===== config.mk =====
export PLATFORM = sky130hd
export DESIGN_NAME = dpw_top
export DESIGN_NICKNAME = d
export VERILOG_FILES = /design/src/rtl/dpw_pkg.sv /design/src/rtl/dpw_top.sv
export SDC_FILE = /design/constraint.sdc
export NUM_CORES = 1
export LEC_CHECK = 0
export CAP_MARGIN = 20
export CORE_ASPECT_RATIO = 1.1
export CORE_UTILIZATION = 39
export CTS_BUF_LIST = sky130_fd_sc_hd__clkbuf_4
export CTS_CLUSTER_DIAMETER = 50
export DETAILED_ROUTE_END_ITERATION = 16
export DONT_BUFFER_PORTS = 1
export SLEW_MARGIN = 20
export SYNTH_ARGS = -nofsm -noshare
export SYNTH_HDL_FRONTEND = slang
export SYNTH_SLANG_ARGS = --single-unit

===== constraint.sdc =====
create_clock -name clk -period 4 [get_ports clk]
set_input_delay 0.8 -clock clk [delete_from_list [all_inputs] [get_ports clk]]
set_output_delay 0.8 -clock clk [all_outputs]
set_load 0.05 [all_outputs]

===== src/rtl/dpw_pkg.sv =====
// package: constants for the deep power-down and wake control block
package dpw_pkg;
   // ==========================================================
   // register byte offsets
   localparam logic [5:0] ADDR_POWER_CTRL = 6'h00;
   localparam logic [5:0] ADDR_BACKUP_FIRST = 6'h04;
   localparam logic [5:0] ADDR_BACKUP_LAST = 6'h10;
   localparam logic [5:0] ADDR_START0_ENABLE = 6'h14;
   localparam logic [5:0] ADDR_START0_EDGE = 6'h18;
   localparam logic [5:0] ADDR_START0_CLEAR = 6'h1C;
   localparam logic [5:0] ADDR_START0_STATUS = 6'h20;
   localparam logic [5:0] ADDR_START1_ENABLE = 6'h24;
   localparam logic [5:0] ADDR_START1_EDGE = 6'h28;
   localparam logic [5:0] ADDR_START1_CLEAR = 6'h2C;
   localparam logic [5:0] ADDR_START1_STATUS = 6'h30;
   localparam logic [5:0] ADDR_RTC_MASK = 6'h34;
   // ==========================================================
   // field positions
   localparam int POS_DEEP_PD_ENABLE = 1;
   localparam int POS_DEEP_PD_FLAG = 11;
   localparam int POS_RTC_START = 18;
   localparam int POS_RTC_UNMASK = 0;
   localparam int START_PINS = 12;
   localparam int BACKUP_REGS = 4;
   // ==========================================================
   // timing
   localparam int CLK_PERIOD_NS = 10;
   localparam int WAKE_LOW_NS = 50;
   localparam int WAKE_LOW_CYC = (WAKE_LOW_NS + CLK_PERIOD_NS - 1) / CLK_PERIOD_NS;
   localparam int RESET_HOLD_CYC = 16;
   localparam logic [31:0] WORD_ZERO = 32'h0000_0000;
   // ==========================================================
   // sequencer states
   typedef enum logic [2:0] {
      ST_ACTIVE,
      ST_DEEP_SLEEP,
      ST_DEEP_PD,
      ST_WAKE_REGULATOR,
      ST_WAKE_RESET
   } dpw_state_type;
endpackage


===== src/rtl/dpw_top.sv =====
// module: deep power-down entry, wake sequencing and start logic
`timescale 1ns/10ps
module dpw_top
   import dpw_pkg::*;
#(
   parameter int RESET_HOLD = RESET_HOLD_CYC
) (
   input wire logic clk,
   input wire logic reset,
   // avalon-mm slave
   input wire logic [5:0] avs_address,
   input wire logic avs_read,
   input wire logic avs_write,
   input wire logic [31:0] avs_writedata,
   output logic [31:0] avs_readdata,
   output logic avs_waitrequest,
   // core and system side
   input wire logic core_deep_sleep_bit,
   input wire logic wait_for_interrupt_instr,
   input wire logic watchdog_pd_lock,
   input wire logic [START_PINS-1:0] nested_interrupt_controller_pin_enable,
   input wire logic nested_interrupt_controller_rtc_enable,
   input wire logic ext_reset_n,
   input wire logic core_supply_ok,
   // wake sources
   input wire logic wake_pin_n,
   input wire logic rtc_irq,
   input wire logic [START_PINS-1:0] port0_pins,
   // outputs
   output logic [START_PINS-1:0] start_irq,
   output logic rtc_start_irq,
   output logic core_wake,
   output logic core_clock_run,
   output logic regulator_on,
   output logic pins_tristate,
   output logic system_reset
);
   // ==========================================================
   // overview of the register map
   // 0x00 power control: enable bit and wake flag
   // the flag reads back whether a wake reset came since its last clear
   // writing one to the flag bit clears it
   // a wake reset in the same cycle beats that clear
   // 0x04 to 0x10: four backup words, kept across wakes
   // backup words only return to zero on power-on reset
   // 0x14 start block 0 enable, one bit per port pin
   // 0x18 start block 0 edge select, one means rising
   // 0x1C start block 0 clear, write one per bit
   // 0x20 start block 0 status, read only
   // 0x24 to 0x30 the same for start block 1, rtc bit only
   // 0x34 rtc unmask, one lets the rtc end deep power-down
   // unmapped offsets read as zero and ignore writes
   // writes to the status offsets are ignored as well
   // ==========================================================
   // bus timing
   // every access costs exactly one wait cycle
   // the first cycle of a request loads the answer register
   // the second cycle drops waitrequest and the transfer lands
   // read data stand for that one cycle, then go back to zero
   // holding read data in a flop keeps the bus path short
   // the price is a fixed extra cycle on every access
   // a master must drop its request after the accepting edge
   // or the handshake starts a fresh transfer straight away
   // ==========================================================
   // start logic
   // each enabled pin is compared with its previous sample
   // a change in the selected direction sets its status bit
   // the status bit stands until software writes its clear bit or a warm reset clears it
   // an edge in the very cycle of a clear still sets the bit
   // so no wake edge can be lost to a late clear
   // the previous sample follows disabled pins too
   // that stops a stale level firing when a pin is enabled
   // this sampled version needs the clock running
   // a truly clockless front end would sit outside this block
   // the twelve pin bits drive interrupt lines 0 to 11
   // the rtc interrupt sits at bit 18 of start block 1
   // core wake is the status anded with the interrupt enables
   // it is combinational so deep-sleep ends one edge later
   // ==========================================================
   // power sequencer
   // wfi with the deep-sleep bit set leaves the active state
   // with the enable bit set, no lock and a high wake pin
   // the sequencer goes to deep power-down
   // otherwise the core only drops to deep-sleep
   // falling back to deep-sleep keeps the core recoverable
   // by the start logic when entry is refused
   // a low wake pin at entry would wake at once, so it is refused
   // in deep power-down the regulator is off and pins float
   // the external reset pin has no effect in that state
   // a wake pin low for five samples ends the mode
   // a shorter glitch resets the low counter and is ignored
   // the low counter saturates so a long hold cannot wrap
   // an unmasked rtc interrupt ends the mode as well
   // both causes mark the coming reset as a wake reset
   // the regulator then comes back up
   // the sequencer waits for the core supply to be good
   // and then holds the warm reset for a set number of cycles
   // the hold length is a parameter, shortened in simulation
   // ==========================================================
   // warm reset
   // clears the enable bit and both start blocks
   // keeps the backup words, the rtc unmask and the flag
   // the flag is set when the reset came from a wake
   // an external reset in active or deep-sleep uses the same path
   // but leaves the flag as it was, so boot code can tell apart
   // a power-on reset clears every register, backup included
   // ==========================================================
   // hazards and limits
   // the sequencer trusts the core supply input to be glitch free
   // a drop of that input while waiting is simply waited out
   // core wake seen in deep power-down does nothing
   // only the wake pin and the rtc have a path out of it
   // a bus write during the warm reset may be overridden
   // by the reset values applied on its last cycle
   // software should wait for the reset to end before access
   // the rtc interrupt is a level, so software must clear it
   // before the next entry, or the next entry wakes at once
   // the wake pin counter starts from zero at every entry
   // all pin and core inputs are taken as synchronous
   // they must come from flops in this clock domain
   // ==========================================================
   // everything below is one state struct
   // one combinational process fills the next copy
   // one clocked process registers it
   // ==========================================================
   // state
   typedef struct packed {
      dpw_state_type state;
      logic [3:0] wake_cnt;
      logic [7:0] rst_cnt;
      logic wake_by_pd;
      logic deep_pd_enable;
      logic flag;
      logic [BACKUP_REGS-1:0][31:0] backup;
      logic [START_PINS-1:0] s0_en;
      logic [START_PINS-1:0] s0_pol;
      logic [START_PINS-1:0] s0_stat;
      logic [START_PINS-1:0] pins_prev;
      logic s1_en;
      logic s1_pol;
      logic s1_stat;
      logic rtc_prev;
      logic rtc_unmask;
      logic ack;
      logic [31:0] rdata;
   } dpw_regs_type;

   localparam logic [3:0] WAKE_LOW_CNT = 4'(WAKE_LOW_CYC);
   localparam logic [7:0] RESET_HOLD_CNT = 8'(RESET_HOLD);

   dpw_regs_type r_q;
   dpw_regs_type r_d;

   logic access;
   logic wr_hit;
   logic [START_PINS-1:0] s0_event;
   logic s1_event;
   logic [START_PINS-1:0] s0_clr;
   logic s1_clr;
   logic wake_pin_event;
   logic rtc_pd_event;
   logic [2:0] bk_idx;

   // ==========================================================
   // bus handshake: one wait cycle, answer on the next edge
   assign access = avs_read | avs_write;
   assign avs_waitrequest = access & ~r_q.ack;
   assign wr_hit = avs_write & r_q.ack;
   assign avs_readdata = r_q.rdata;
   assign bk_idx = 3'((avs_address - ADDR_BACKUP_FIRST) >> 2);

   // ==========================================================
   // start logic edge events and wake causes
   always_comb begin
      // sampled edges stand in for the pin-clocked edge flops
      for (int i = 0; i < START_PINS; i++) begin
         s0_event[i] = r_q.s0_en[i] & (r_q.s0_pol[i] ? (port0_pins[i] & ~r_q.pins_prev[i])
                                                    : (~port0_pins[i] & r_q.pins_prev[i]));
      end
      s1_event = r_q.s1_en & (r_q.s1_pol ? (rtc_irq & ~r_q.rtc_prev)
                                         : (~rtc_irq & r_q.rtc_prev));
      s0_clr = (wr_hit && avs_address == ADDR_START0_CLEAR) ?
               avs_writedata[START_PINS-1:0] : '0;
      s1_clr = wr_hit && avs_address == ADDR_START1_CLEAR && avs_writedata[POS_RTC_START];
      wake_pin_event = (r_q.wake_cnt >= WAKE_LOW_CNT - 4'h1) & ~wake_pin_n;
      rtc_pd_event = rtc_irq & r_q.rtc_unmask;
   end

   // ==========================================================
   // next state
   always_comb begin
      r_d = r_q;
      r_d.ack = access & ~r_q.ack;
      r_d.pins_prev = port0_pins;
      r_d.rtc_prev = rtc_irq;
      // set beats clear so an edge in the clear cycle survives
      r_d.s0_stat = (r_q.s0_stat & ~s0_clr) | s0_event;
      r_d.s1_stat = (r_q.s1_stat & ~s1_clr) | s1_event;

      // register writes
      if (wr_hit) begin
         unique case (avs_address)
            ADDR_POWER_CTRL: begin
               r_d.deep_pd_enable = avs_writedata[POS_DEEP_PD_ENABLE];
               if (avs_writedata[POS_DEEP_PD_FLAG]) begin
                  r_d.flag = 1'b0;
               end
            end
            ADDR_START0_ENABLE: r_d.s0_en = avs_writedata[START_PINS-1:0];
            ADDR_START0_EDGE: r_d.s0_pol = avs_writedata[START_PINS-1:0];
            ADDR_START1_ENABLE: r_d.s1_en = avs_writedata[POS_RTC_START];
            ADDR_START1_EDGE: r_d.s1_pol = avs_writedata[POS_RTC_START];
            ADDR_RTC_MASK: r_d.rtc_unmask = avs_writedata[POS_RTC_UNMASK];
            default: begin
               if (avs_address >= ADDR_BACKUP_FIRST && avs_address <= ADDR_BACKUP_LAST
                   && avs_address[1:0] == 2'b00) begin
                  r_d.backup[bk_idx[1:0]] = avs_writedata;
               end
            end
         endcase
      end

      // register reads, unmapped reads return zero
      r_d.rdata = WORD_ZERO;
      if (avs_read & ~r_q.ack) begin
         unique case (avs_address)
            ADDR_POWER_CTRL: begin
               r_d.rdata[POS_DEEP_PD_ENABLE] = r_q.deep_pd_enable;
               r_d.rdata[POS_DEEP_PD_FLAG] = r_q.flag;
            end
            ADDR_START0_ENABLE: r_d.rdata[START_PINS-1:0] = r_q.s0_en;
            ADDR_START0_EDGE: r_d.rdata[START_PINS-1:0] = r_q.s0_pol;
            ADDR_START0_STATUS: r_d.rdata[START_PINS-1:0] = r_q.s0_stat;
            ADDR_START1_ENABLE: r_d.rdata[POS_RTC_START] = r_q.s1_en;
            ADDR_START1_EDGE: r_d.rdata[POS_RTC_START] = r_q.s1_pol;
            ADDR_START1_STATUS: r_d.rdata[POS_RTC_START] = r_q.s1_stat;
            ADDR_RTC_MASK: r_d.rdata[POS_RTC_UNMASK] = r_q.rtc_unmask;
            default: begin
               if (avs_address >= ADDR_BACKUP_FIRST && avs_address <= ADDR_BACKUP_LAST
                   && avs_address[1:0] == 2'b00) begin
                  r_d.rdata = r_q.backup[bk_idx[1:0]];
               end
            end
         endcase
      end

      // power sequencer
      unique case (r_q.state)
         ST_ACTIVE: begin
            if (wait_for_interrupt_instr && core_deep_sleep_bit) begin
               // a lock or a low wake pin leaves the core in deep-sleep instead
               if (r_q.deep_pd_enable && !watchdog_pd_lock && wake_pin_n) begin
                  r_d.state = ST_DEEP_PD;
                  r_d.wake_cnt = 4'h0;
               end else if (!r_q.deep_pd_enable || !watchdog_pd_lock) begin
                  r_d.state = ST_DEEP_SLEEP;
               end else begin
                  r_d.state = ST_DEEP_SLEEP;
               end
            end
         end
         ST_DEEP_SLEEP: begin
            if (core_wake) begin
               r_d.state = ST_ACTIVE;
            end
         end
         ST_DEEP_PD: begin
            // external reset pin has no path out of this state
            r_d.wake_cnt = wake_pin_n ? 4'h0 :
                           (r_q.wake_cnt == 4'hF ? r_q.wake_cnt : r_q.wake_cnt + 4'h1);
            if (wake_pin_event || rtc_pd_event) begin
               r_d.state = ST_WAKE_REGULATOR;
               r_d.wake_by_pd = 1'b1;
            end
         end
         ST_WAKE_REGULATOR: begin
            if (core_supply_ok) begin
               r_d.state = ST_WAKE_RESET;
               r_d.rst_cnt = 8'h00;
            end
         end
         ST_WAKE_RESET: begin
            r_d.rst_cnt = r_q.rst_cnt + 8'h01;
            if (r_q.rst_cnt == RESET_HOLD_CNT - 8'h01) begin
               // warm reset: retention registers survive, the rest go to defaults
               r_d.state = ST_ACTIVE;
               r_d.deep_pd_enable = 1'b0;
               r_d.s0_en = '0;
               r_d.s0_pol = '0;
               r_d.s0_stat = '0;
               r_d.s1_en = 1'b0;
               r_d.s1_pol = 1'b0;
               r_d.s1_stat = 1'b0;
               r_d.flag = r_q.flag | r_q.wake_by_pd;
               r_d.wake_by_pd = 1'b0;
            end
         end
         default: r_d.state = ST_ACTIVE;
      endcase

      // external reset pin in active or deep-sleep: reset with no flag
      if (!ext_reset_n && r_q.state != ST_DEEP_PD && r_q.state != ST_WAKE_RESET
          && r_q.state != ST_WAKE_REGULATOR) begin
         r_d.state = ST_WAKE_RESET;
         r_d.rst_cnt = 8'h00;
         r_d.wake_by_pd = 1'b0;
      end
   end

   // ==========================================================
   // state register: power-on reset clears everything
   always_ff @(posedge clk) begin
      if (reset) begin
         r_q <= '0;
         r_q.state <= ST_ACTIVE;
         r_q.pins_prev <= '0;
      end else begin
         r_q <= r_d;
      end
   end

   // ==========================================================
   // outputs
   assign start_irq = r_q.s0_stat;
   assign rtc_start_irq = r_q.s1_stat;
   assign core_wake = |(r_q.s0_stat & nested_interrupt_controller_pin_enable) | (r_q.s1_stat & nested_interrupt_controller_rtc_enable);
   assign core_clock_run = r_q.state == ST_ACTIVE;
   assign regulator_on = r_q.state != ST_DEEP_PD;
   assign pins_tristate = r_q.state == ST_DEEP_PD;
   assign system_reset = r_q.state == ST_WAKE_RESET;
endmodule


==> results of run 1 <==
[worst reg2reg max path, stage by stage, from the launching register on]
cell and delay [ns]:
dfxtp_1 0.46, or3b_2 0.56, inv_2 0.32, o31ai_2 0.22
or4_1 0.51, o21bai_1 0.14, a31o_2 0.11
[logic make-up (layout without fill, tap and decap cells)]
kind of cell,count (synthesis),count (layout),share of synthesized area (%)
AOI/OAI and AO/OA,261,261,15.35
adders and majority gates,10,10,1.249
buffers and inverters,148,156,7.443
DFF,232,232,46.36
muxes,63,63,10.32
other,0,1,0
and+or+nand+nor,461,461,19.28
[cell type report]
cell class | instances | area (um^2)
Clock inverter | 20 | 91.34
Tap cell | 346 | 432.9
Inverter | 30 | 112.6
Timing Repair Buffer | 21 | 157.7
Antenna cell | 1 | 2.502
Fill cell | 2516 | 14550
Clock buffer | 85 | 638.1
Multi-Input combinational cell | 795 | 4632
Sequential cell | 232 | 4644
[placed cells by master, fill, tap and decap left out, types with 3 or more instances in the layout]
master,instances
nand3b_1,5
o22ai_1,13
dfxtp_1,232
a22o_1,10
nor3_1,10
o21bai_1,3
mux2i_1,29
o21ai_0,32
o211a_1,4
inv_1,29
o211ai_1,4
a31oi_1,3
nor2_1,67
nand2_1,312
ha_1,10
buf_4,21
mux4_2,32
clkinv_1,15
nand3_1,10
nand4_1,4
nand2b_1,5
nor2b_1,35
a22oi_1,20
clkbuf_4,85
a21oi_1,156
[power breakdown]
group,switching (W),total [W],internal (W)
clock network,0.000977,0.00196,0.000980
logic,0.0000874,0.000145,0.0000572
registers,0.0000104,0.00233,0.00232
total,0.00107,0.00443,0.00336
[through the flow]
stage | cell area (um^2) | hold WS [ns] | util [%] | worst slack [ns] | std cells
after CTS | 10710 | 0.1081 | 42.39 | 0.7344 | 1529
after global routing | 10710 | 0.1055 | 42.40 | 0.6722 | 1530
after detailed placement | 9980 | 0.4376 | 39.50 | 0.9692 | 1424
after global placement | 9980 | 0.4281 | 39.50 | 1.056 | 1424
final | 10710 | 0.1769 | 42.40 | 0.7891 | 1530
after floorplan | 10020 | 0.4286 | - | 0.4597 | 1175
[per-layer routing]
layer / GRT usage, % / vias to the layer above / routed length [um]
met1: 24.96 / 3810 / 11530
met4: 6.500 / 0 / 504
met3: 5.042 / 47 / 1830
met2: 33.50 / 243 / 12240
met5: 0 / - / 0
li1: - / 3901 / -
[worst paths after layout]
| check | endpoint | slack (ns) | from | depth (start not counted) |
|---|---|---|---|---|
| max | core_wake | 0.79 | start_irq[2]$_SDFF_PP0_ | 3 |
| min | flop | 0.18 | reset | 1 |
| max reg2reg | r_q[229]$_SDFFE_PP0P_ | 1.63 | r_q[231]$_SDFFE_PP0P_ | 6 |
| min reg2reg | flop | 0.45 | flop | 2 |
==> impl_metrics.yaml, run 1 <==
status:
  status: "completed"
clocking:
  postCtsSetupRepairBufs: 0
  numClockSinks: 232
  cts_tree: "done"
  ctsHoldBuffers: 0
  clk_pin_slew_ns: 0.07
  cts_max_level: 2
  clk_latency_ns: 0.74
  clock_path_buffers: 3
  tritoncts.num_buffers: 60
  cts_root_buf: "clkbuf_4"
  ctsResizeCount: 0
drt:
  ant_nets: 0
  vias: 8001
  vias_per_cell: 5.229
  drt-total-wl_um: 26110
  drt_iter0_drc: 466
  wl_per_cell_um: 17.06
  drc: 0
  firstDrtPassIters: 5
critical_path:
  path_cells: "a222oi_1 -> and3_1 -> nand4_1"
  cp.required_ns: 3.20
  critPathMaxFanout: 4
  worst-path-buf-inv: 0
  crit_path_top_delay_cell: "nand4_1"
  cp_slowest_stage_delay_ns: 0.63
  crit_type: "flop to output pin"
  cp-end-kind: "output pin"
  start_kind: "flop"
  path_delay_family: "simple AND/OR/NAND/NOR gates"
  crit_arrival_ns: 2.41
timing:
  hold_violations: 0
  setup_tns_ns: 0
  rsz0062_at_grt: "false"
  fin_crit_sh_pct: 80.27
  period_minus_slack_ns: 3.211
  tightest_slew_ns: 0.8882
  max_freq_mhz: 311.4
  slew_violations: 0
  fin_skew_ns: 0.07979
  setup_viol: 0
  relSlewSlack_pct: 40.56
power:
  power_w: 0.004434
  power_leakage_nw: 3.681
  p_per_area_nw_per_um2: 413.9
  peakVddDrop_mv: 0.2001
synthesis:
  synth.area.top_cells: "dfxtp_1 (46%), nand2_1 (12%), a21oi_1 (7.8%)"
  synthTopCellsByCount: "nand2_1 (312), dfxtp_1 (232), a21oi_1 (156)"
  synth-edff-count: 0
  avgSynthCellArea_um2: 8.526
  syn_nets: 1259
  ys_seq_area_share_pct: 46.36
  synthArstFlopShare_pct: 0
  synth_top_area_share_pct: 46.36
  ys_seq_elements: 232
  netlist_instances: 1175
  synth_area_um2: 10020
  ys_types: 47
  synthMostInstantiatedCell: "nand2_1"
  yosysTopAreaCell: "dfxtp_1"
  synth_warnings: 0
  synth-main-ff-cell: "dfxtp_1"
global_routing:
  antenna_found_initial: 1
  grt_max_degree: 151
  grt_pass1_wl_um: 41660
  grt_pass1_vias: 7826
  overflow: 0
  grtUsageTotal_pct: 19.95
floorplan:
  die_y_um: 170.1
  die_x_um: 154.8
  fp-row-count: 61
  ioPinCount: 125
  fp.dieArea_um2: 26330
  core-area_um2: 25260
  start_util_pct: 39.66
finish:
  areaGrowthSynthToFinish_pct: 6.919
  drive_above_1_share_pct: 13.10
  final_nets: 1224
worst_hold_path:
  holdCritPathClass: "primary input to flop"
place:
  gp_congestion: 0.8313
  hpwl_um: 16390
  port_buffers: 0
run:
  maxCapViolCount: 0
Note: power is estimated with default switching activity, not from simulation.
==> run 2: changes to the inputs <==
==> constraint.sdc (replaced) <==
create_clock -name clk -period 3.2 [get_ports clk]
set_input_delay 0.64 -clock clk [delete_from_list [all_inputs] [get_ports clk]]
set_output_delay 0.64 -clock clk [all_outputs]
set_load 0.05 [all_outputs]
==> run 2 against run 1 <==
Effect of this change: clock skew decreased by 0.019 ns; largest cell class unchanged; count of clock-buffer cells in the layout decreased by 2; sequential share of layout area decreased by 0.47 points; sequential power increased by 25%; highest routed layer unchanged; first-iteration DRC count increased by 15%; critical path depth unchanged; die area unchanged; total power increased by 23%.
==> impl_metrics.yaml, run 2 (same netlist as run 1, synthesis figures left out) <==
drt:
  firstDrtPassIters: 5
  vias: 7927
  vias_per_cell: 5.188
  met2_length_um: 12240
  top_layer_used: "met4"
  wl_per_cell_um: 17.03
  drt_iter0_drc: 538
  drc: 0
  met1_length_um: 11300
  wl_met3_um: 2080
  ant_nets: 0
  drt-total-wl_um: 26020
critical_path:
  r2r_cells: 6
  start_kind: "flop"
  r2r_end: "r_q[229]$_SDFFE_PP0P_"
  cp.required_ns: 2.56
  reg2reg_from: "r_q[231]$_SDFFE_PP0P_"
  reg2reg_slack_ns: 0.76
  crit_path_start: "start_irq[4]$_SDFF_PP0_"
  crit_path_top_delay_cell: "nand4_1"
  crit_arrival_ns: 2.32
  cp_slowest_stage_delay_ns: 0.55
  crit_type: "flop to output pin"
  path_cells: "a222oi_1 -> and3_1 -> nand4_1"
  cp-end-kind: "output pin"
  critPathMaxFanout: 4
power:
  p_int_w: 0.004163
  seqPwrFrac_pct: 53.6
  clkPwrFrac_pct: 42.6
  sw_frac_of_total_pct: 23.42
  p_per_area_nw_per_um2: 502.0
  switchingPower_w: 0.001273
  peakVddDrop_mv: 0.2361
  power_w: 0.005436
  power_frac_comb_pct: 3.8
  power_leakage_nw: 3.726
global_routing:
  grtUsageTotal_pct: 19.89
  antenna_found_initial: 1
  grt_max_degree: 78
  grt_pass1_wl_um: 41150
  overflow: 0
  grt_pass1_vias: 7535
worst_hold_path:
  hold_start: "avs_writedata[31]"
  whs_path_depth: 2
  holdCritPathClass: "primary input to flop"
floorplan:
  ioPinCount: 125
  core-area_um2: 25260
  start_util_pct: 39.66
  die_y_um: 170.1
  fp.dieArea_um2: 26330
  die_x_um: 154.8
  fp-row-count: 61
place:
  port_buffers: 0
  post-place-ws_ns: 0.5092
  hpwl_um: 16180
  gp_congestion: 0.8288
clocking:
  tritoncts.num_buffers: 58
  clock_path_buffers: 3
  cts_root_buf: "clkbuf_4"
  clk_latency_ns: 0.69
  cts_tree: "done"
  numClockSinks: 232
  postCtsSetupRepairBufs: 0
  cts_max_level: 2
  clk_pin_slew_ns: 0.08
finish:
  final_util_pct: 42.86
  drive_above_1_share_pct: 13.21
  mostFrequentLayoutCell: "nand2_1"
  layout_common_cells: "nand2_1 (312), dfxtp_1 (232), a21oi_1 (156), clkbuf_4 (83), nor2_1 (66)"
  final_nets: 1228
  fillCellCount: 2535
  areaGrowthSynthToFinish_pct: 8.081
timing:
  fin_ws_ns: 0.2371
  setup_viol: 0
  relSlewSlack_pct: 41.03
  hold_violations: 0
  slew_violations: 0
  fin_crit_sh_pct: 92.59
  period_minus_slack_ns: 2.963
  tightest_slew_ns: 0.8813
  setup_tns_ns: 0
  rsz0062_at_grt: "false"
  fin_skew_ns: 0.06117
  max_freq_mhz: 337.5
status:
  status: "completed"
run:
  maxCapViolCount: 0
[run 2: power by group through the flow]
stage	sequential (W)	combinational, W	clock [W]
after floorplan	0.00297	0.000189	0
after global placement	0.00298	0.000182	0
after detailed placement	0.00298	0.000183	0
after CTS	0.00291	0.000204	0.00240
after global routing	0.00292	0.000224	0.00255
final	0.00292	0.000205	0.00231
[run 2: final cells by class]
cell class,instances,area (um^2),share of cell area (%)
sequential,232,4644,42.89
multi-input combinational,795,4634,42.80
clock buffer,83,623.1,5.755
tap,346,432.9,3.998
timing repair buffer,27,315.3,2.912
inverter,30,112.6,1.040
clock inverter,14,62.56,0.5778
antenna,1,2.502,0.02311
[run 2: metal layers]
layer	track usage [%]	vias to the layer above
li1	-	3914
met1	25.08	3737
met2	32.89	239
met3	5.933	37
met4	5.596	0
met5	0	-
[run 2: critical path: cells and delay by family, from the launching register on]
kind             cells  cell delay, ns
AND/OR/NAND/NOR      2            0.76
AO/OA/AOI/OAI        1            0.38
flip-flops           1            0.51
[run 2: how the worst max path moves through the flow]
stage | cells past startpoint | slack [ns] | to
3_3_place_gp | 8 | 0.62 | flop
4_1_cts | 3 | 0.17 | core_wake
6_report | 3 | 0.24 | core_wake
3_5_place_dp | 8 | 0.51 | flop
2_1_floorplan | 9 | 0.01 | avs_readdata[12]$_SDFF_PP0_
5_1_grt | 3 | 0.12 | core_wake
[run 2: per-stage QoR]
step,instance area (um^2),hold WS (ns),instances
after floorplan,10020,0.4286,1175
after CTS,10820,0.001872,1526
after global placement,10090,0.4298,1427
after detailed placement,10090,0.4356,1427
final,10830,0.07724,1528
after global routing,10830,0.008832,1528
[run 2: repair_timing]
action,CTS,global route
hold buffers,2,1
hold endpoints to repair,61,3
gates resized for setup,1,0
endpoints found under the setup margin,1,0
